`src/design/srw_pkg.sv`:
```
/*
  Package of constants for the supervisory reset and watchdog block.
  Assumes a single 20 MHz clock; no software registers exist.
*/
package srw_pkg;
  localparam int unsigned CLOCK_HZ             = 20000000;
  localparam int unsigned CLOCK_NS             = 50;
  // Hold period in microseconds (default 140 ms) and watchdog period (default 102 ms).
  localparam int unsigned RESET_HOLD_PERIOD_US = 140000;
  localparam int unsigned WATCHDOG_PERIOD_US   = 102000;
  localparam int unsigned RESET_HOLD_CYCLES    =
    32'((RESET_HOLD_PERIOD_US * 64'd1000 + CLOCK_NS - 1) / CLOCK_NS);
  localparam int unsigned WATCHDOG_CYCLES      =
    32'((WATCHDOG_PERIOD_US * 64'd1000) / CLOCK_NS);
  localparam int unsigned FLOAT_NUM            = 7;
  localparam int unsigned FLOAT_DEN            = 8;
  localparam int unsigned COUNT_W              = 32;
  localparam logic        RESET_ASSERTED_LOW   = 1'b0;
  typedef enum logic [0:0] {
    SRW_RUN  = 1'b0,
    SRW_HOLD = 1'b1
  } srw_state_t;
endpackage

```
`src/design/srw_sync.sv`:
```
/*
  Two-flip-flop synchroniser for one asynchronous pin.
  Assumes the pin is unrelated to clock; reset value is a parameter.
*/
module srw_sync #(
  parameter logic INIT = 1'b1
) (
  // Clock and reset.
  input  wire logic clock,
  input  wire logic rst,
  // Pin in, synchronised level out.
  input  wire logic pin,
  output logic      level
);
  logic stage1;

  always_ff @(posedge clock or posedge rst) begin
    if (rst) begin
      stage1 <= INIT;
      level  <= INIT;
    end else begin
      stage1 <= pin;
      level  <= stage1;
    end
  end
endmodule

```
`src/design/srw_counter.sv`:
```
/*
  Up counter with clear and terminal flag, used for hold and watchdog timing.
  Assumes terminal is at least one.
*/
module srw_counter #(
  parameter int unsigned W = 32
) (
  // Clock and reset.
  input  wire logic         clock,
  input  wire logic         rst,
  // Control.
  input  wire logic         clear,
  input  wire logic [W-1:0] terminal,
  // Status.
  output logic              done
);
  logic [W-1:0] count;

  always_ff @(posedge clock or posedge rst) begin
    if (rst) begin
      count <= '0;
    end else if (clear) begin
      count <= '0;
    end else if (count != terminal) begin
      count <= count + 1'b1;
    end
  end

  assign done = !clear && (count == terminal);
endmodule

```
`src/design/srw_top.sv`:
```
/*
  Supervisory reset generator with manual reset and watchdog.
  Assumes the supply comparator and float detector arrive as pins, which are
  synchronised here; the processor receives the reset outputs.
*/
module srw_top #(
  parameter int unsigned RESET_HOLD_CYCLES = srw_pkg::RESET_HOLD_CYCLES,
  parameter int unsigned WATCHDOG_CYCLES   = srw_pkg::WATCHDOG_CYCLES
) (
  // Clock and reset.
  input  wire logic clock,
  input  wire logic rst,
  // Supervised conditions.
  input  wire logic supply_low,
  input  wire logic manual_reset_n,
  input  wire logic watchdog_kick_in,
  input  wire logic watchdog_kick_float,
  // Reset outputs.
  output logic      reset_out_n,
  output logic      reset_out,
  output logic      reset_od_out,
  output logic      reset_od_oe
);
  localparam int unsigned FLOAT_CYCLES =
    (WATCHDOG_CYCLES * srw_pkg::FLOAT_NUM) / srw_pkg::FLOAT_DEN;
  localparam logic [srw_pkg::COUNT_W-1:0] HOLD_TERM =
    srw_pkg::COUNT_W'(RESET_HOLD_CYCLES - 1);
  localparam logic [srw_pkg::COUNT_W-1:0] WD_TERM =
    srw_pkg::COUNT_W'(WATCHDOG_CYCLES - 1);

  logic              supply_low_s;
  logic              manual_n_s;
  logic              kick_s;
  logic              float_s;
  logic              kick_prev;
  logic              kick_edge;
  logic              cause;
  logic              wd_clear;
  logic              wd_done;
  logic              hold_clear;
  logic              hold_done;
  logic [31:0]       float_count;
  logic              float_tick;
  srw_pkg::srw_state_t state;

  // Every asynchronous input passes two flip-flops before use.
  srw_sync #(.INIT(1'b1)) u_sync_supply (
    .clock (clock),
    .rst   (rst),
    .pin   (supply_low),
    .level (supply_low_s)
  );
  srw_sync #(.INIT(1'b1)) u_sync_manual (
    .clock (clock),
    .rst   (rst),
    .pin   (manual_reset_n),
    .level (manual_n_s)
  );
  srw_sync #(.INIT(1'b0)) u_sync_kick (
    .clock (clock),
    .rst   (rst),
    .pin   (watchdog_kick_in),
    .level (kick_s)
  );
  srw_sync #(.INIT(1'b0)) u_sync_float (
    .clock (clock),
    .rst   (rst),
    .pin   (watchdog_kick_float),
    .level (float_s)
  );

  always_ff @(posedge clock or posedge rst) begin
    if (rst) begin
      kick_prev <= 1'b0;
    end else begin
      kick_prev <= kick_s;
    end
  end
  assign kick_edge = kick_s ^ kick_prev;

  // A floating kick input is serviced internally at seven eighths of the period.
  always_ff @(posedge clock or posedge rst) begin
    if (rst) begin
      float_count <= '0;
    end else if (!float_s || float_tick || state == srw_pkg::SRW_HOLD) begin
      float_count <= '0;
    end else begin
      float_count <= float_count + 32'h0000_0001;
    end
  end
  assign float_tick = float_s && (float_count == 32'(FLOAT_CYCLES - 1));

  // Watchdog expiry counts only while reset is released.
  // A floating input also clears it when service starts, so no stale count can expire.
  assign wd_clear = (state == srw_pkg::SRW_HOLD) || kick_edge || float_tick ||
                    (float_s && (float_count == 32'h0000_0000));

  srw_counter #(.W(srw_pkg::COUNT_W)) u_wd_count (
    .clock    (clock),
    .rst      (rst),
    .clear    (wd_clear),
    .terminal (WD_TERM),
    .done     (wd_done)
  );

  assign cause = supply_low_s || !manual_n_s || wd_done;

  // The hold period restarts while any cause is present.
  assign hold_clear = cause || (state == srw_pkg::SRW_RUN);

  srw_counter #(.W(srw_pkg::COUNT_W)) u_hold_count (
    .clock    (clock),
    .rst      (rst),
    .clear    (hold_clear),
    .terminal (HOLD_TERM),
    .done     (hold_done)
  );

  always_ff @(posedge clock or posedge rst) begin
    if (rst) begin
      state <= srw_pkg::SRW_HOLD;
    end else begin
      case (state)
        srw_pkg::SRW_RUN: begin
          if (cause) begin
            state <= srw_pkg::SRW_HOLD;
          end
        end
        srw_pkg::SRW_HOLD: begin
          if (hold_done) begin
            state <= srw_pkg::SRW_RUN;
          end
        end
        default: begin
          state <= srw_pkg::SRW_HOLD;
        end
      endcase
    end
  end

  // All reset outputs are registered and asserted from reset onward.
  always_ff @(posedge clock or posedge rst) begin
    if (rst) begin
      reset_out_n  <= srw_pkg::RESET_ASSERTED_LOW;
      reset_out    <= 1'b1;
      reset_od_oe  <= 1'b1;
      reset_od_out <= 1'b0;
    end else begin
      reset_out_n  <= (state == srw_pkg::SRW_RUN) && !cause;
      reset_out    <= !((state == srw_pkg::SRW_RUN) && !cause);
      reset_od_oe  <= !((state == srw_pkg::SRW_RUN) && !cause);
      reset_od_out <= 1'b0;
    end
  end

  // Helper: cycles spent in hold since the last cause.
  logic [31:0] hold_len;
  always_ff @(posedge clock or posedge rst) begin
    if (rst) begin
      hold_len <= '0;
    end else if (state == srw_pkg::SRW_RUN || cause) begin
      hold_len <= '0;
    end else begin
      hold_len <= hold_len + 32'h0000_0001;
    end
  end

  property p_supply;
    @(posedge clock) disable iff (rst) supply_low_s |=> !reset_out_n;
  endproperty
  a_supply: assert property (p_supply) else $error("supply low without reset");

  property p_manual;
    @(posedge clock) disable iff (rst) !manual_n_s |=> reset_out;
  endproperty
  a_manual: assert property (p_manual) else $error("manual reset ignored");

  property p_hold;
    @(posedge clock) disable iff (rst)
      $rose(reset_out_n) |-> $past(hold_len) == 32'(RESET_HOLD_CYCLES);
  endproperty
  a_hold: assert property (p_hold) else $error("hold period wrong");

  property p_inverse;
    @(posedge clock) disable iff (rst) reset_out == !reset_out_n;
  endproperty
  a_inverse: assert property (p_inverse) else $error("outputs not inverse");

  property p_od;
    @(posedge clock) disable iff (rst) !reset_od_out && (reset_od_oe == !reset_out_n);
  endproperty
  a_od: assert property (p_od) else $error("open drain drives high");

  property p_wd_expire;
    @(posedge clock) disable iff (rst) wd_done |=> !reset_out_n;
  endproperty
  a_wd_expire: assert property (p_wd_expire) else $error("watchdog expiry no reset");

  property p_wd_held;
    @(posedge clock) disable iff (rst) (state == srw_pkg::SRW_HOLD) |-> !wd_done;
  endproperty
  a_wd_held: assert property (p_wd_held) else $error("watchdog ran during reset");

  property p_release;
    @(posedge clock) disable iff (rst) hold_done |=> state == srw_pkg::SRW_RUN;
  endproperty
  a_release: assert property (p_release) else $error("no release at hold end");

  property p_edge;
    @(posedge clock) disable iff (rst) kick_edge |-> !wd_done;
  endproperty
  a_edge: assert property (p_edge) else $error("edge did not clear watchdog");

  property p_restart;
    @(posedge clock) disable iff (rst) cause && !reset_out_n |=> hold_len == 32'h0;
  endproperty
  a_restart: assert property (p_restart) else $error("hold not restarted");

  // Helper: cycles in run without a kick edge or a floating input.
  logic [31:0] kick_idle;
  always_ff @(posedge clock or posedge rst) begin
    if (rst) begin
      kick_idle <= '0;
    end else if (state == srw_pkg::SRW_HOLD || kick_edge || float_s) begin
      kick_idle <= '0;
    end else begin
      kick_idle <= kick_idle + 32'h0000_0001;
    end
  end

  property p_supply_oe;
    @(posedge clock) disable iff (rst) supply_low_s |=> reset_od_oe && reset_out;
  endproperty
  a_supply_oe: assert property (p_supply_oe) else $error("supply low not driven");

  property p_cause_hold;
    @(posedge clock) disable iff (rst) cause |=> (state == srw_pkg::SRW_HOLD);
  endproperty
  a_cause_hold: assert property (p_cause_hold) else $error("cause did not hold");

  property p_out_release;
    @(posedge clock) disable iff (rst) (state == srw_pkg::SRW_RUN) && !cause |=> reset_out_n;
  endproperty
  a_out_release: assert property (p_out_release) else $error("reset not released");

  property p_wd_zero;
    @(posedge clock) disable iff (rst)
      (state == srw_pkg::SRW_HOLD) |=> (u_wd_count.count == 32'h0000_0000);
  endproperty
  a_wd_zero: assert property (p_wd_zero) else $error("watchdog not held clear");

  property p_wd_on_assert;
    @(posedge clock) disable iff (rst)
      $fell(reset_out_n) |=> (u_wd_count.count == 32'h0000_0000);
  endproperty
  a_wd_on_assert: assert property (p_wd_on_assert) else $error("watchdog kept count");

  property p_wd_from_zero;
    @(posedge clock) disable iff (rst)
      $rose(state == srw_pkg::SRW_RUN) |-> (u_wd_count.count == 32'h0000_0000);
  endproperty
  a_wd_from_zero: assert property (p_wd_from_zero) else $error("watchdog not from zero");

  property p_wd_step;
    @(posedge clock) disable iff (rst)
      !wd_clear && (u_wd_count.count != WD_TERM) |=>
        (u_wd_count.count == $past(u_wd_count.count) + 32'h0000_0001);
  endproperty
  a_wd_step: assert property (p_wd_step) else $error("watchdog did not count");

  property p_kick_stuck;
    @(posedge clock) disable iff (rst) kick_idle <= 32'(WATCHDOG_CYCLES);
  endproperty
  a_kick_stuck: assert property (p_kick_stuck) else $error("stuck kick not caught");

  property p_kick_clear;
    @(posedge clock) disable iff (rst) kick_edge |=> (u_wd_count.count == 32'h0000_0000);
  endproperty
  a_kick_clear: assert property (p_kick_clear) else $error("kick edge kept count");

  property p_float_tick;
    @(posedge clock) disable iff (rst) float_tick |=> (u_wd_count.count == 32'h0000_0000);
  endproperty
  a_float_tick: assert property (p_float_tick) else $error("float service kept count");

  property p_float_quiet;
    @(posedge clock) disable iff (rst) float_s |-> !wd_done;
  endproperty
  a_float_quiet: assert property (p_float_quiet) else $error("floating kick expired");

  property p_hold_start;
    @(posedge clock) disable iff (rst)
      (state == srw_pkg::SRW_HOLD) && !cause && $past(cause) |->
        (u_hold_count.count == 32'h0000_0000);
  endproperty
  a_hold_start: assert property (p_hold_start) else $error("hold not from zero");

  property p_hold_step;
    @(posedge clock) disable iff (rst)
      (state == srw_pkg::SRW_HOLD) && !cause && !hold_done |=>
        (u_hold_count.count == $past(u_hold_count.count) + 32'h0000_0001);
  endproperty
  a_hold_step: assert property (p_hold_step) else $error("hold did not count");

  property p_sync_supply;
    @(posedge clock) disable iff (rst)
      !$past(rst, 2) |-> (supply_low_s == $past(supply_low, 2));
  endproperty
  a_sync_supply: assert property (p_sync_supply) else $error("supply sync delay wrong");

  property p_sync_manual;
    @(posedge clock) disable iff (rst)
      !$past(rst, 2) |-> (manual_n_s == $past(manual_reset_n, 2));
  endproperty
  a_sync_manual: assert property (p_sync_manual) else $error("manual sync delay wrong");

  property p_sync_kick;
    @(posedge clock) disable iff (rst)
      !$past(rst, 2) |-> (kick_s == $past(watchdog_kick_in, 2));
  endproperty
  a_sync_kick: assert property (p_sync_kick) else $error("kick sync delay wrong");
endmodule

```
`config.mk`:
```
export PLATFORM = sky130hd
export DESIGN_NAME = srw_top
export DESIGN_NICKNAME = d
export VERILOG_FILES = /design/src/design/srw_pkg.sv /design/src/design/srw_sync.sv /design/src/design/srw_counter.sv /design/src/design/srw_top.sv
export SDC_FILE = /design/constraint.sdc
export NUM_CORES = 1
export LEC_CHECK = 0
export ABC_CLOCK_PERIOD_IN_PS = 4690
export BUFFER_PORTS_ARGS = -buffer_cell sky130_fd_sc_hd__buf_2
export CORE_MARGIN = 2
export CORE_UTILIZATION = 60
export CTS_BUF_LIST = sky130_fd_sc_hd__clkbuf_4 sky130_fd_sc_hd__clkbuf_8
export DETAILED_ROUTE_END_ITERATION = 8
export HOLD_SLACK_MARGIN = 0.08
export MAX_ROUTING_LAYER = met4
export PLACE_DENSITY = 0.77
export RECOVER_POWER = 25
export SLEW_MARGIN = 20
export SYNTH_ARGS = -nofsm -noshare
export SYNTH_HDL_FRONTEND = slang
export SYNTH_SLANG_ARGS = --single-unit
```
`constraint.sdc`:
```
create_clock -name clock -period 4.69 [get_ports clock]
set_input_delay 0.7035 -clock clock [delete_from_list [all_inputs] [get_ports clock]]
set_output_delay 0.7035 -clock clock [all_outputs]
set_load 0.01 [all_outputs]
```
# == Yosys cells after proc, flatten, opt, wreduce, memory -nomap -nowiden ==
# Index checks and enable logic that the tools add are counted.
# Widths: inputs -> output; s select.
# classes
addsub,3
n_eq_ne,5
n_mux,8
bitwise_logic,2
n_reduce_logical,22
# op_table
cell,count
$mux 32,5
$add 32x1->32 const B,3
$eq 32x21->1 const B,2
$eq 32x22->1 const B,1
$logic_not 32->1,1
$ne 32x21->1 const B,1
$ne 32x22->1 const B,1
$logic_or 1x1->1,8
$logic_not 1->1,6
$logic_and 1x1->1,5
$reduce_bool 2->1,2
$mux 1,2
$pmux 1 s2,1
$not 1->1,1
$xor 1x1->1,1
# word_totals
reg_bits,108
inputBits,6
out_inout_bits,4
elab_cells,55

# == Logic depth before layout (Yosys ltp) ==
# depth
word_depth,12
depth_mapped,8
mapped_depth_nobuf,7

# == By module ==
# A second synthesis with hierarchy kept.
# hier_totals
cells_unflattened,788
hier_area_um2,7091.8
# modules_own_cells
module,n_inst,cells_per_inst,area_per_inst_um2,seq_area_each_um2
srw_counter,2,276,2362.3,800.8
srw_top,1,224,2147.1,903.4
srw_sync at u_sync_manual ...,2,3,56.3,52.6
srw_sync at u_sync_float ...,2,3,53.8,50.0

# == Least setup slack after synthesis ==
# Ideal clock, no wire load.
# synth_path
path_kind,reg2reg
from,reg u_hold_count.count[0]
to,reg u_hold_count.count[1]
setup_time_ns,0.132
arrival_ns,2.035
t_required_ns,4.558
slack_ns,2.523
path_stages_with_launch,9
path_buffers,2
period_less_slack_ns,2.167
path_cell_list,dfrtp_1 > ha_1 > buf_6 > nand2_1 > or4b_1 > nor4_2 > buf_4 > mux2i_1 > nor2_1
# synth_between
elab_chain_cells,3
word_cells_on_any_way,5
classes_between,add/sub: 1; eq/ne: 1; mux: 2; reduce/logical: 1
# synth_rtl
element,line,rtl
start: declaration,srw_counter.sv:17,logic [W-1:0] count;
start signal: assignment,srw_counter.sv:25,count <= count + 1'b1;
$add 32x1->32,srw_counter.sv:25,
$mux 32,srw_counter.sv:24,end else if (count != terminal) begin
$mux 32,srw_counter.sv:22,end else if (clear) begin
# Several ways; a longest one is shown, not always the timed one. The select of a mux whose other input is x is not followed.
# A chain may end at the register's enable or synchronous reset.

==> flow_summary.toml <==
[grt]
grt_start_max_net_pins = 77
grt_pass1_vias = 3899
grt_overflow_total = 0
grt_pass1_wl_um = 18060
antenna_found_initial = 0
grtUsageTotal = 0.2292

[timing]
max_freq_mhz = 361.8
finalCriticalPeriod_ps = 2764
hold_viol_final = 0
worst_slack_ps = 1926
fin_hold_ws_ps = 363.2
finalSetupViolCount = 0
rsz0062_at_grt = "false"
drv_slew = 77
tightest_slew_ps = 3259
fin_setup_tns_ps = 0
finalCritPeriodShare = 0.5894
slew_headroom = -1.185
fin_skew_ps = 10.25

[synthesis]
yosysTopAreaCellShare = 0.4643
ys_async_sr_fraction = 1.000
syn-num-nets = 569
ys_warn_count = 0
seq_area_frac_synth = 0.4929
ys_ff_latch = 108
yosys.cell_types.count = 51
netlist_area_sq_um = 5498
yosysMostFrequentCell = "dfrtp_1"
synth_edf_count = 0
synth_area_leader_cell = "dfrtp_1"
ys_top_cells_by_count = "102 x dfrtp_1, 93 x nor2_1, 49 x xnor2_1, 37 x nand2_1, 36 x nand3_1"
syn_inst = 559
synthFlopType = "dfrtp_1"
avgSynthCellArea_sq_um = 9.835
synth_area_leaders = "dfrtp_1 46%, xnor2_1 7.8%, nor2_1 6.3%"

[route]
drtIter0Drc = 175
final_antenna_net_count = 0
first_pass_iters = 4
drc = 0
wire_per_inst_um = 15.24
vias = 4031
wl_um = 10200
via_per_inst = 6.025

[layout]
syn2layout_area_growth_pct = 4.620
antenna_cells = 0
fin_area_sq_um = 5752
drive_gt1_frac = 0.09447
nNetsFinal = 566
top_regs = "float_count x32, u_hold_count.count x32, u_wd_count.count x32"

[floorplan]
core_area_sq_um = 8806
num_rows = 34
fp.dieW_um = 99.73
initial_core_util = 0.6243
die_y_um = 99.73
io_pins = 10
die_area_sq_um = 9945

[worst_setup_path]
crit_type = "input port to async pin"
cp_max_fo = 76
cp-end-kind = "async pin"
worstPathRequired_ps = 5200
cp_data_arrival_time_ps = 3270
startpoint_type = "input port"

[power]
ir_drop_mv = 0.2079
powerDensity_nw_per_um2 = 263.2
p_leak_nw = 2.171

[min_path]
hp-class = "flip-flop to flip-flop"

[place]
pre_cts_slack_ps = 1898
placed_cell_area_sq_um = 5540
dp.final_hpwl_um = 6917
gp_congestion = 0.8370
portBuffers = 8

[cts]
insertion_delay_ps = 360
cts_tree = "yes"
post_cts_buffers = 0
root_buffer = "clkbuf_8"
cts.htree.levels = 3
cts_hold_buf = 0
cts_buffers = 9
clk_pin_slew_ps = 110
cts-resized-gates = 0
clkSinkCount = 108
cts.path.max_buffers = 2

[run_status]
status = "complete, but fails checks"
violations = "capacitance limit, slew limit"

[run]
max-cap-violations = 1
-- layer usage --
| metal | global-route usage | vias up | wire (um) |
|---|---|---|---|
| met5 | - | - | 0 |
| met4 | 0.04636 | 0 | 78 |
| met3 | 0.04568 | 7 | 378 |
| met2 | 0.3701 | 68 | 4915 |
| met1 | 0.3060 | 1999 | 4825 |
| li1 | - | 1957 | - |
-- path summary, 6_finish.rpt --
path | endpoint | start | cells past startpoint | slack (ps)
min | u_sync_supply.level | u_sync_supply.stage1 | 0 | 360
max reg2reg | u_wd_count.count[2] | float_count[0] | 7 | 2000
max | u_wd_count.count[23] | rst | 3 | 1930
min reg2reg | u_sync_supply.level | u_sync_supply.stage1 | 0 | 360
max in group clock | u_wd_count.count[2] | float_count[0] | 7 | 2000
min in group asynchronous | float_count[0] | rst | 2 | 1270
-- metrics by stage --
step | power [mW] | util | std cells
after global routing | 1.574 | 0.6532 | 669
after detailed placement | 0.9885 | 0.6292 | 653
final | 1.514 | 0.6532 | 669
after CTS | 1.536 | 0.6515 | 669
after floorplan | 0.9797 | - | 559
after global placement | 0.9877 | 0.6292 | 653
-- critical path, cell delays in order --
cell,delay (ps)
buf_2,100
clkinvlp_2,1820
buf_4,630
-- where the power goes --
| part | internal, mW | leakage, nW | switching (mW) | total, mW |
|---|---|---|---|---|
| clock network | 0.208 | 0.100 | 0.337 | 0.545 |
| logic | 0.00443 | 0.594 | 0.0248 | 0.0293 |
| registers | 0.937 | 1.48 | 0.00289 | 0.940 |
| total | 1.15 | 2.17 | 0.364 | 1.51 |
-- layout make-up --
class	count	area, sq um
clock buffer	9	123.9
clock inverter	7	72.57
fill	687	3054
inverter	12	46.29
multi-input combinational	416	2616
sequential	108	2710
tap	108	135.1
timing repair buffer	9	47.55
-- layout by cell type, fill, tap and decap left out, types with 2 or more instances in the layout --
cell      synthesis  routed
o211ai_1          4       4
nor4b_1           6       6
inv_6             0       3
buf_2             5       8
mux2i_1           2       2
or4_1             5       5
dfstp_2           6       6
nor2_1           93      93
and3_1            6       6
nand4_1          23      23
and4_2            2       2
o311ai_0          2       2
clkinv_8          0       2
xnor2_1          49      49
inv_1            12      11
nor2b_1           3       3
and2_1            5       5
a21oi_1          13      13
nor4_4            2       3
nor3_1           15      15
dfrtp_1         102     102
and3_2            2       2
and4_1           14      14
nand3_1          36      35
o21ai_0           9       9
nor4_1           25      25
nor3_2            4       4
nand2_1          37      36
or3_1            10      10
o31ai_1           2       2
clkbuf_8          1       9
xor2_1           27      27
ha_1              4       4
-- logic make-up (layout without fill, tap and decap cells) --
family,count (synthesis),in the layout,synth area share
XOR/XNOR,76,76,0.1211
flip-flops,108,108,0.4929
AO/OA/AOI/OAI,31,31,0.03254
buffers and inverters,35,37,0.03413
multiplexers,2,2,0.003641
adder cells (fa/ha/maj),4,4,0.009104
other,1,1,0.0006821
AND/OR/NAND/NOR,302,302,0.3059
No activity file was read; power rests on OpenSTA's default activity.
